<file path="config.mk">
export PLATFORM = sky130hd
export DESIGN_NAME = mur_ctrl_regs
export DESIGN_NICKNAME = d
export VERILOG_FILES = /design/src/hw/mur_pkg.sv /design/src/hw/mur_ctrl_regs.sv
export SDC_FILE = /design/constraint.sdc
export NUM_CORES = 1
export LEC_CHECK = 0
export ABC_AREA = 1
export BUFFER_PORTS_ARGS = -buffer_cell sky130_fd_sc_hd__buf_2
export CORE_ASPECT_RATIO = 0.6
export CORE_MARGIN = 5
export CORE_UTILIZATION = 53
export DETAILED_ROUTE_END_ITERATION = 7
export GPL_TIMING_DRIVEN = 0
export PLACE_DENSITY = 0.86
export SLEW_MARGIN = 20
export SYNTH_ARGS = -nofsm -noshare
export SYNTH_HDL_FRONTEND = slang
export SYNTH_SLANG_ARGS = --single-unit
</file>
<file path="constraint.sdc">
create_clock -name REF_CLK -period 3.7 [get_ports REF_CLK]
set_input_delay 0.74 -clock REF_CLK [delete_from_list [all_inputs] [get_ports REF_CLK]]
set_output_delay 0.74 -clock REF_CLK [all_outputs]
set_load 0.02 [all_outputs]
</file>
<file path="src/hw/mur_pkg.sv">
// Constants and register layout for the serial, audio and host control bank
// Operation
// - Baud field picks 31.25, 62.5 or 187.5 kbaud; code 11 undefined.
// - Q-channel invert bit inverts every passed Q-channel bit when set.
// - Sub-code invert bit inverts all passed sub-code bits when set.
// - Parity select bit gives even parity when set, odd when clear.
// - Stable bit is read-only and reads high once the synthesizer settles.
// - Firmware enables doubler only after stable; doubler follows enable bit.
// - Serial-port clock can be divided down from the 16.945 MHz source.
// - Six-bit divisor: 0 gives about 0.264 MHz, 58 about 2.82 MHz.
// - Sample-source bit: 0 samples on external clock, 1 on internal counter.
// - Clock-source bit: 0 uses pin and stops internal, 1 uses counter; internal counter still runs while sample-source bit is 1.
// - Audio byte swap unless swap bit high, then stored like data mode.
// - Oversample bit high samples sub-code inputs at a quarter rate.
// - Test bit plus high test pin routes internal signals to test outputs.
// - Host transfer mode writes act at once on DRAM access control.
// - Access-type bit: 0 byte access, 1 page-mode access.
// - Direction bit: 0 reads buffer, 1 writes buffer.
// - Start-offset bit: 0 selects A set, 1 selects B set.
// - End-offset bit: 0 selects A set, 1 selects B set.
// - Dual-set bit: 0 only A offsets, 1 both A and B offsets.
// - Baud/invert register at F0C0 with fields in documented bit positions.
// - Parity error flag sets on a parity mismatch in a received byte.
package mur_pkg;
   // Register indices; byte address is four times the index
   localparam logic [15:0] OFS_DIV = 16'hf09e;
   localparam logic [15:0] OFS_BAUD = 16'hf0c0;
   localparam logic [15:0] OFS_AUD = 16'hf0c1;
   localparam logic [15:0] OFS_STAT = 16'hf0c4;
   localparam logic [15:0] OFS_HOST = 16'hf0fd;
   localparam logic [7:0] RESET_VAL = 8'h00;
   localparam logic [7:0] BAUD_WMASK = 8'hbb;
   localparam logic [7:0] AUD_WMASK = 8'h8c;
   localparam logic [7:0] HOST_WMASK = 8'h1f;
   localparam logic [7:0] DIV_WMASK = 8'hff;
   // Baud/invert/doubler fields
   localparam int B_DBL = 7;
   localparam int B_LOCK = 6;
   localparam int B_EVEN = 5;
   localparam int B_SUBI = 4;
   localparam int B_QINV = 3;
   // Divider fields
   localparam int D_SRC = 7;
   localparam int D_SMP = 6;
   // Audio/test fields
   localparam int A_TEST = 7;
   localparam int A_OVS = 3;
   localparam int A_BSB = 2;
   // Host transfer mode fields
   localparam int H_PAGE = 0;
   localparam int H_WR = 1;
   localparam int H_STR = 2;
   localparam int H_END = 3;
   localparam int H_DUAL = 4;
   // Status fields
   localparam int S_PERR = 0;
   // Timing
   localparam int CLK_HZ = 100_000_000;
   localparam int BAUD_SLOW_HZ = 31_250;
   localparam int BAUD_MID_HZ = 62_500;
   localparam int BAUD_FAST_HZ = 187_500;
   localparam logic [11:0] BAUD_SLOW_CYC = 12'(CLK_HZ / BAUD_SLOW_HZ);
   localparam logic [11:0] BAUD_MID_CYC = 12'(CLK_HZ / BAUD_MID_HZ);
   localparam logic [11:0] BAUD_FAST_CYC = 12'(CLK_HZ / BAUD_FAST_HZ);
   localparam logic [1:0] BAUD_SLOW = 2'h0;
   localparam logic [1:0] BAUD_MID = 2'h1;
   localparam logic [1:0] BAUD_FAST = 2'h2;
   // Serial clock period in source ticks is DIV_BASE minus divisor
   localparam logic [6:0] DIV_BASE = 7'h40;
   localparam logic [1:0] OVS_LAST = 2'h3;
endpackage

</file>
<file path="src/hw/mur_ctrl_regs.sv">
// Control register bank: serial link, divider, audio swap, host transfer mode
`timescale 1ns/1ps
module mur_ctrl_regs
   import mur_pkg::*;
(
   input wire logic REF_CLK,
   input wire logic RST_B,
   input wire logic [17:0] WB_ADR_I,
   input wire logic [31:0] WB_DAT_I,
   output logic [31:0] WB_DAT_O,
   input wire logic WB_WE_I,
   input wire logic [3:0] WB_SEL_I,
   input wire logic WB_CYC_I,
   input wire logic WB_STB_I,
   output logic WB_ACK_O,
   input wire logic SYNTH_LOCKED,
   input wire logic RX_VALID,
   input wire logic [7:0] RX_DATA,
   input wire logic RX_PARITY,
   input wire logic [7:0] Q_IN,
   output logic [7:0] Q_OUT,
   input wire logic [7:0] SUBC_IN,
   output logic [7:0] SUBC_OUT,
   input wire logic SRC_TICK,
   input wire logic EXT_SER_CLK,
   output logic SER_CLK_OUT,
   output logic SER_SAMPLE_CLK,
   input wire logic AUDIO_MODE,
   input wire logic [15:0] AUD_WORD_IN,
   output logic [15:0] BUF_WORD_OUT,
   input wire logic SUBC_BIT_TICK,
   output logic SUBC_SAMPLE_EN,
   input wire logic TEST_PIN,
   output logic TEST_MUX_EN,
   output logic [3:0] TEST_OUT,
   output logic BAUD_TICK,
   output logic EVEN_PARITY,
   output logic DOUBLER_EN,
   output logic DRAM_PAGE_MODE,
   output logic BUF_WRITE,
   output logic START_SET_B,
   output logic END_SET_B,
   output logic DUAL_SET
);

   function automatic logic hit(input logic [17:0] adr,
                                input logic [15:0] ofs);
      hit = (adr[17:2] == ofs);
   endfunction

   // Reserved code 11 falls back to the slowest rate
   function automatic logic [11:0] baud_period(input logic [1:0] sel);
      unique case (sel)
         BAUD_MID: baud_period = BAUD_MID_CYC;
         BAUD_FAST: baud_period = BAUD_FAST_CYC;
         default: baud_period = BAUD_SLOW_CYC;
      endcase
   endfunction

   logic [7:0] baud_reg;
   logic [7:0] div_reg;
   logic [7:0] aud_reg;
   logic [7:0] host_reg;
   logic par_err;
   logic lock_q;
   logic [11:0] baud_cnt;
   logic [5:0] div_cnt;
   logic int_clk;
   logic [1:0] ovs_cnt;

   // Bus decode
   wire req = WB_CYC_I & WB_STB_I;
   wire wr = req & WB_ACK_O & WB_WE_I & WB_SEL_I[0];
   wire wr_baud = wr & hit(WB_ADR_I, OFS_BAUD);
   wire wr_div = wr & hit(WB_ADR_I, OFS_DIV);
   wire wr_aud = wr & hit(WB_ADR_I, OFS_AUD);
   wire wr_host = wr & hit(WB_ADR_I, OFS_HOST);
   wire wr_stat = wr & hit(WB_ADR_I, OFS_STAT);
   wire [7:0] wd = WB_DAT_I[7:0];
   wire [7:0] baud_rd = (baud_reg & BAUD_WMASK)
                        | ({7'h00, lock_q} << B_LOCK);
   wire [7:0] stat_rd = {7'h00, par_err};
   wire [7:0] rd_byte =
      hit(WB_ADR_I, OFS_BAUD) ? baud_rd :
      hit(WB_ADR_I, OFS_DIV) ? div_reg :
      hit(WB_ADR_I, OFS_AUD) ? (aud_reg & AUD_WMASK) :
      hit(WB_ADR_I, OFS_HOST) ? (host_reg & HOST_WMASK) :
      hit(WB_ADR_I, OFS_STAT) ? stat_rd : RESET_VAL;

   // Parity: a frame is good when data plus parity bit is even for even
   // mode and odd for odd mode
   wire rx_ones = ^{RX_DATA, RX_PARITY};
   wire rx_bad = RX_VALID & (rx_ones == baud_reg[B_EVEN]);

   wire [11:0] baud_last = baud_period(baud_reg[1:0]) - 12'h001;
   wire [6:0] div_period = DIV_BASE - {1'b0, div_reg[5:0]};
   wire [6:0] div_last = div_period - 7'h01;
   wire [6:0] div_half = div_period >> 1;
   wire div_run = div_reg[D_SRC] | div_reg[D_SMP];
   wire next_int_clk = ({1'b0, div_cnt} < div_half);
   wire [15:0] swapped = {AUD_WORD_IN[7:0], AUD_WORD_IN[15:8]};
   wire do_swap = AUDIO_MODE & ~aud_reg[A_BSB];
   wire test_on = aud_reg[A_TEST] & TEST_PIN;

   // Wishbone slave: one wait state, ack for one cycle, zero on unmapped
   always_ff @(posedge REF_CLK) begin
      if (!RST_B) begin
         WB_ACK_O <= 1'b0;
         WB_DAT_O <= 32'h0000_0000;
      end else begin
         WB_ACK_O <= req & ~WB_ACK_O;
         WB_DAT_O <= {24'h00_0000, rd_byte};
      end
   end

   // Registers; writes land on the acknowledged edge and drive outputs next
   always_ff @(posedge REF_CLK) begin
      if (!RST_B) begin
         baud_reg <= RESET_VAL;
         div_reg <= RESET_VAL;
         aud_reg <= RESET_VAL;
         host_reg <= RESET_VAL;
         lock_q <= 1'b0;
      end else begin
         lock_q <= SYNTH_LOCKED;
         if (wr_baud) baud_reg <= wd & BAUD_WMASK;
         if (wr_div) div_reg <= wd & DIV_WMASK;
         if (wr_aud) aud_reg <= wd & AUD_WMASK;
         if (wr_host) host_reg <= wd & HOST_WMASK;
      end
   end

   // Sticky parity error, write one to clear; a new error wins the clear
   always_ff @(posedge REF_CLK) begin
      if (!RST_B) par_err <= 1'b0;
      else if (rx_bad) par_err <= 1'b1;
      else if (wr_stat & wd[S_PERR]) par_err <= 1'b0;
   end

   // Baud tick generator
   always_ff @(posedge REF_CLK) begin
      if (!RST_B) begin
         baud_cnt <= 12'h000;
         BAUD_TICK <= 1'b0;
      end else if (baud_cnt >= baud_last) begin
         baud_cnt <= 12'h000;
         BAUD_TICK <= 1'b1;
      end else begin
         baud_cnt <= baud_cnt + 12'h001;
         BAUD_TICK <= 1'b0;
      end
   end

   // Internal serial clock from the source tick; held idle when unused
   always_ff @(posedge REF_CLK) begin
      if (!RST_B || !div_run) begin
         div_cnt <= 6'h00;
         int_clk <= 1'b0;
      end else if (SRC_TICK) begin
         if ({1'b0, div_cnt} >= div_last) div_cnt <= 6'h00;
         else div_cnt <= div_cnt + 6'h01;
         int_clk <= next_int_clk;
      end
   end

   // Sub-code sampling strobe, quarter rate when oversampling
   always_ff @(posedge REF_CLK) begin
      if (!RST_B) begin
         ovs_cnt <= 2'h0;
         SUBC_SAMPLE_EN <= 1'b0;
      end else begin
         if (SUBC_BIT_TICK) ovs_cnt <= ovs_cnt + 2'h1;
         SUBC_SAMPLE_EN <= SUBC_BIT_TICK
            & (~aud_reg[A_OVS] | (ovs_cnt == OVS_LAST));
      end
   end

   // Data path and control outputs, all registered
   always_ff @(posedge REF_CLK) begin
      if (!RST_B) begin
         Q_OUT <= 8'h00;
         SUBC_OUT <= 8'h00;
         BUF_WORD_OUT <= 16'h0000;
         SER_CLK_OUT <= 1'b0;
         SER_SAMPLE_CLK <= 1'b0;
         TEST_MUX_EN <= 1'b0;
         TEST_OUT <= 4'h0;
         EVEN_PARITY <= 1'b0;
         DOUBLER_EN <= 1'b0;
      end else begin
         Q_OUT <= Q_IN ^ {8{baud_reg[B_QINV]}};
         SUBC_OUT <= SUBC_IN ^ {8{baud_reg[B_SUBI]}};
         BUF_WORD_OUT <= do_swap ? swapped : AUD_WORD_IN;
         SER_CLK_OUT <= div_reg[D_SRC] ? int_clk : EXT_SER_CLK;
         SER_SAMPLE_CLK <= div_reg[D_SMP] ? int_clk : EXT_SER_CLK;
         TEST_MUX_EN <= test_on;
         TEST_OUT <= test_on ? {int_clk, BAUD_TICK, par_err, lock_q} : 4'h0;
         EVEN_PARITY <= baud_reg[B_EVEN];
         // Firmware waits for the stable flag; no interlock here
         DOUBLER_EN <= baud_reg[B_DBL];
      end
   end

   // Host transfer mode: decoded straight from the register
   always_comb begin
      DRAM_PAGE_MODE = host_reg[H_PAGE];
      BUF_WRITE = host_reg[H_WR];
      START_SET_B = host_reg[H_STR];
      END_SET_B = host_reg[H_END];
      DUAL_SET = host_reg[H_DUAL];
   end
endmodule // mur_ctrl_regs

</file>
== Word-level counts from Yosys, hierarchy flattened ==
Index checks and enable logic that the tools add are counted.

* Bits in registers: 121
* Input port bits: 107
* Output and inout bits: 81
* Word-level logic and storage cells: 86

* Add/sub/neg operators: 6
* Order comparisons: 3
* Equal/unequal tests: 9
* Muxes and demuxes: 13
* Bitwise operators: 24
* Reductions and logical operators: 7

{| class="wikitable"
|+ Operators by type and width
! kind !! number
|-
| 16-bit == test (second input constant) || 5
|-
| 8-bit 2-to-1 mux || 3
|-
| 12-bit case mux with 2 select lines || 1
|-
| 16-bit 2-to-1 mux || 1
|-
| 8-bit bitwise XOR || 2
|-
| 1-bit AND || 15
|-
| 12-bit by 1-bit adder with 12-bit output (second input constant) || 1
|-
| 12-bit >= comparator || 1
|-
| 12-bit by 1-bit subtractor with 12-bit output (second input constant) || 1
|-
| 9-bit parity || 1
|-
| 8-bit by 7-bit bitwise OR with 8-bit output || 1
|-
| 6-bit by 7-bit >= comparator with 1-bit output || 1
|-
| 7-bit by 1-bit subtractor with 7-bit output (second input constant) || 1
|-
| 7-bit by 6-bit subtractor with 7-bit output (first input constant) || 1
|-
| 6-bit by 1-bit adder with 6-bit output (second input constant) || 1
|-
| 6-bit < comparator || 1
|-
| 1-bit 2-to-1 mux || 6
|-
| 6-bit 2-to-1 mux || 1
|-
| 5-bit 2-to-1 mux || 1
|-
| 2-bit == test (second input constant) || 2
|-
| 1-bit NOT || 4
|-
| 2-bit by 1-bit adder with 2-bit output (second input constant) || 1
|-
| 2-bit by 1-bit == test with 1-bit output (second input constant) || 1
|-
| 1-bit zero test || 2
|-
| 6 further kinds || 7
|}

== Longest topological paths before layout ==
* Word-level depth: 8
* Depth in mapped cells: 18
* Mapped depth without buffers: 18

== Least setup slack after synthesis ==
Ideal clock, no wire load.

* Path type: reg2reg
* Start: reg div_reg[0]
* End: reg div_cnt[2]
* Arrival time: 1.951 ns
* Data required time: 3.635 ns
* Path slack: 1.684 ns
* Stages on the path, launching flop included: 17
* Period minus slack after synthesis: 2.016 ns
* Path through: dfxtp_1 -> inv_2 -> ha_1 -> inv_1 -> nand2_1 -> nand2_1 -> nand2_1 -> nor2_4 -> xor2_1 -> ha_1 -> a21oi_1 -> nand2_1 -> nand2_1 -> nand2_1 -> nand4_1 -> nand2_1 -> nor2_1

* Cells in the longest elaborated chain, start to end: 4

{| class="wikitable"
|+ Ends and longest elaborated chain
! item !! RTL line !! source
|-
| from (decl) || mur_ctrl_regs.sv:61 || <nowiki>logic [7:0] div_reg;</nowiki>
|-
| from (signal assigned) || mur_ctrl_regs.sv:127 || <nowiki>if (wr_div) div_reg <= wd & DIV_WMASK;</nowiki>
|-
| 7-bit by 6-bit subtractor with 7-bit output || mur_ctrl_regs.sv:96 || <nowiki>wire [6:0] div_period = DIV_BASE - {1'b0, div_reg[5:0]};</nowiki>
|-
| 7-bit by 1-bit subtractor with 7-bit output || mur_ctrl_regs.sv:97 || <nowiki>wire [6:0] div_last = div_period - 7'h01;</nowiki>
|-
| 6-bit by 7-bit >= comparator with 1-bit output || mur_ctrl_regs.sv:160 || <nowiki>if ({1'b0, div_cnt} >= div_last) div_cnt <= 6'h00;</nowiki>
|-
| 6-bit 2-to-1 mux || mur_ctrl_regs.sv:160 ||
|-
| to (signal assigned) || mur_ctrl_regs.sv:161 || <nowiki>else div_cnt <= div_cnt + 6'h01;</nowiki>
|-
| to (decl) || mur_ctrl_regs.sv:67 || <nowiki>logic [5:0] div_cnt;</nowiki>
|}

Every way passes these cells.
A chain may end at the register's enable or synchronous reset.

== Worst setup path in the final report ==
* Start: reg div_reg[0]
* End: reg div_cnt[1]

The elaborated chain is that of the path after synthesis.

==> summary.md <==
| Metric | Value |
|---|---|
| Period utilization | 66.3% |
| Reg-to-reg endpoint | div_cnt[1]$_SDFFE_PP0P_ |
| Clock Skew | 0.00711 ns |
| CP endpoint kind | flip-flop |
| Die Y | 84.0 um |
| Min-delay src | BAUD_TICK$_SDFF_PN0_ |
| CP Max Fanout | 11 |
| Crit path largest cell delay | 0.33 ns |
| Vias in the first global route | 4694 |
| Worst VDD drop | 0.290 mV |
| Gp weighted congestion | 0.904 |
| Fin area | 6060 um2 |
| Register with the most flip-flops | BUF_WORD_OUT |
| Max Cap Viol | 0 |
| Most frequent CP cell | nand2_1 |
| Hold crit path type | reg -> reg |
| DRT Wirelength | 13400 um |
| Final layout net count | 927 |
| CTS root buf | clkbuf_16 |
| Starting Density | 53.5% |
| Status | completed |
| HPWL after detailed placement | 10400 um |
| Initial DRC Count | 377 |
| Cell Area, Placed | 5750 um2 |
| Largest register FFs | 16 |
| Die ar. | 11200 um2 |
| Final Setup Violations | 0 |
| Hold Violations, Final | 0 |
| Clock Latency Late Sink | 0.34 ns |
| Slew headroom | 44.5% |
| Share of post-route cells with drive strength above 1 | 26.8% |
| Core Rows | 27 |
| Static Leakage | 0.00307 uW |
| CORE AREA | 9050 um2 |
| DR pass1 iterations | 6 |
| DRC | 0 |
| Worst-path cell chain | inv_2 -> ha_1 -> nand2_2 -> nor2_1 -> nand2_1 -> nand2_1 -> xor2_1 -> ha_1 -> nand2_1 -> inv_1 -> nand2_1 -> nand2_1 -> nand2_1 -> nand2_1 -> nand3_1 -> nand2_1 -> a21oi_1 |
| Top-Level Pins | 188 |
| Count of different cell masters after synthesis | 39 |
| WHS Path Cells | 2 |
| FILL cells | 774 |
| Minimum clock period | 2.45 ns |
| Syn avg cell area | 7.75 um2 |
| Routed vias/inst | 5.10 |
| Chip width | 133 um |
| Slew @ Worst Pin | 0.833 ns |
| Remaining Overflow, GRT | 0 |
| Cell count after synthesis | 625 |
| Worst R2R Setup Slack | 1.25 ns |
| Area Overhead vs Synth | 25.2% |
| RSZ-0062 raised after global routing | no |
| Post-synth ARST share | 0% |
| FF-to-FF path depth | 17 |
| Reg2reg start | div_reg[0]$_SDFFE_PN0P_ |
| Synth Register Bits | 97 |
| Routed len/inst | 14.6 um |
| Pin count of the biggest net entering global routing | 16 |
| CTS H-tree depth | 3 |
| Hold-critical path endpoint | TEST_OUT[2]$_SDFF_PN0_ |
| CTS tree | done |
| Clk buf depth | 2 |
| Yosys warnings | 0 |
| CTS Hold Bufs | 0 |
| # Post-CTS Setup Buffers | 0 |
| Clk slew on worst S/H paths | 0.07 ns |
| Post-synth EDFFs | 0 |
| Cts bufs inserted | 9 |
| Post-Syn Area | 4840 um2 |
| Via count | 4671 |
| Final TNS setup | 0 ns |
| CP Launch Type | flip-flop |
| Post-route ant nets | 0 |
| PD cells | 385 nW/um2 |
| Initial antenna violation count | 0 |
| Port Buffers | 134 |
| Inserted Diodes | 0 |
| CTS sink count | 97 |
| Worst Path Required | 3.97 ns |
| Critical path's slowest cell | dfxtp_1 |
| Resized cells post-CTS | 0 |
| Total track usage | 24.1% |
| Setup CP Type | reg -> reg |
| Pins Over Slew Limit | 0 |
| Main synth FF type | dfxtp_1 |
| Register area share after synthesis | 40.1% |
| Fmax | 408 MHz |
| Largest regs | BUF_WORD_OUT (16), baud_cnt (12) |
| Global-route wire length before repair | 21900 um |
| Arrival time worst endpoint | 2.72 ns |
==> report_power, final <==
part / total [uW] / internal [uW] / switching [uW]
combinational: 258 / 101 / 157
sequential: 1090 / 1070 / 11.2
clock: 990 / 596 / 394
total: 2330 / 1770 / 562
==> how the worst max path moves through the flow <==
stage	endpoint	depth (start not counted)	slack (ns)	from
global route	div_cnt[0]$_SDFFE_PP0P_	18	0.93	div_reg[0]$_SDFFE_PN0P_
finish	div_cnt[1]$_SDFFE_PP0P_	17	1.25	div_reg[0]$_SDFFE_PN0P_
CTS	div_cnt[1]$_SDFFE_PP0P_	17	1.28	div_reg[0]$_SDFFE_PN0P_
global placement	div_cnt[5]$_SDFFE_PP0P_	16	1.49	div_reg[0]$_SDFFE_PN0P_
detailed placement	div_cnt[4]$_SDFFE_PP0P_	17	1.32	div_reg[0]$_SDFFE_PN0P_
floorplan	div_cnt[2]$_SDFFE_PP0P_	16	1.68	div_reg[0]$_SDFFE_PN0P_
==> layout make-up <==
| cell class | instances | area [um2] | area share, % |
|---|---|---|---|
| Sequential cell | 97 | 1940 | 32.0 |
| Timing Repair Buffer | 134 | 671 | 11.1 |
| Clock buffer | 12 | 236 | 3.90 |
| Multi-Input combinational cell | 439 | 2460 | 40.5 |
| Inverter | 75 | 283 | 4.67 |
| Tap cell | 116 | 145 | 2.39 |
| Buffer | 38 | 251 | 4.15 |
| Clock inverter | 4 | 76.3 | 1.26 |
==> routing by layer <==
metal	global-route usage (%)	part of all wire (%)	vias up
met5	0	0	-
met4	7.66	1.8	0
met1	28.9	41	2128
li1	-	-	2285
met2	39.4	46	230
met3	10.1	11	28
==> synthesized netlist by cell type, drive strengths merged (8+ instances only) <==
master	n	area (um2)
nand2	89	357
dfxtp	97	1940
nor3	8	50.1
buf	30	221
nor2	114	463
nand3	28	160
xor2	12	105
a211oi	9	113
nand4	9	62.6
a21oi	38	190
o21ai	42	210
xnor2	25	219
ha	26	325
clkbuf	8	30.0
inv	73	274
==> through the flow <==
stage | setup slack [ns] | hold slack, ns | power [uW] | instances | util (%)
3_5_place_dp | 1.32 | 0.432 | 1360 | 899 | 63.5
4_1_cts | 1.28 | 0.448 | 2340 | 915 | 66.9
3_3_place_gp | 1.49 | 0.434 | 1360 | 899 | 63.5
5_1_grt | 0.930 | 0.462 | 2410 | 915 | 66.9
2_1_floorplan | 1.68 | 0.409 | 1260 | 649 | -
6_report | 1.25 | 0.450 | 2330 | 915 | 66.9
==> critical path: cells and delay by family (launching register included) <==
kind,cells,cell delay (ns)
simple gates,11,0.99
xor+xnor,1,0.18
compound gates,1,0.15
fa+ha+maj,2,0.50
flops,1,0.33
buf+inv,2,0.23
==> kinds of logic (layout without fill, tap and decap cells) <==
group / after synthesis / after routing / share of synthesized area (%)
simple gates: 254 / 254 / 23.6
buf+inv: 113 / 263 / 11.0
flops: 97 / 97 / 40.1
compound gates: 96 / 96 / 11.7
xor+xnor: 37 / 37 / 6.69
fa+ha+maj: 26 / 26 / 6.72
other cells: 2 / 26 / 0.155
==> cells in the final DEF, fill, tap and decap left out, types with 11 or more instances in the layout <==
| cell type | netlist | routed |
|---|---|---|
| inv_1 | 69 | 69 |
| buf_4 | 24 | 24 |
| conb_1 | 2 | 26 |
| nand3_1 | 24 | 24 |
| dfxtp_1 | 97 | 97 |
| a21oi_1 | 38 | 38 |
| nor2_1 | 106 | 106 |
| o21ai_0 | 39 | 39 |
| nand2_1 | 82 | 82 |
| xor2_1 | 12 | 12 |
| clkbuf_1 | 8 | 11 |
| ha_1 | 26 | 26 |
| xnor2_1 | 25 | 25 |
| buf_2 | 3 | 137 |
Note: power is estimated with default switching activity, not from simulation.
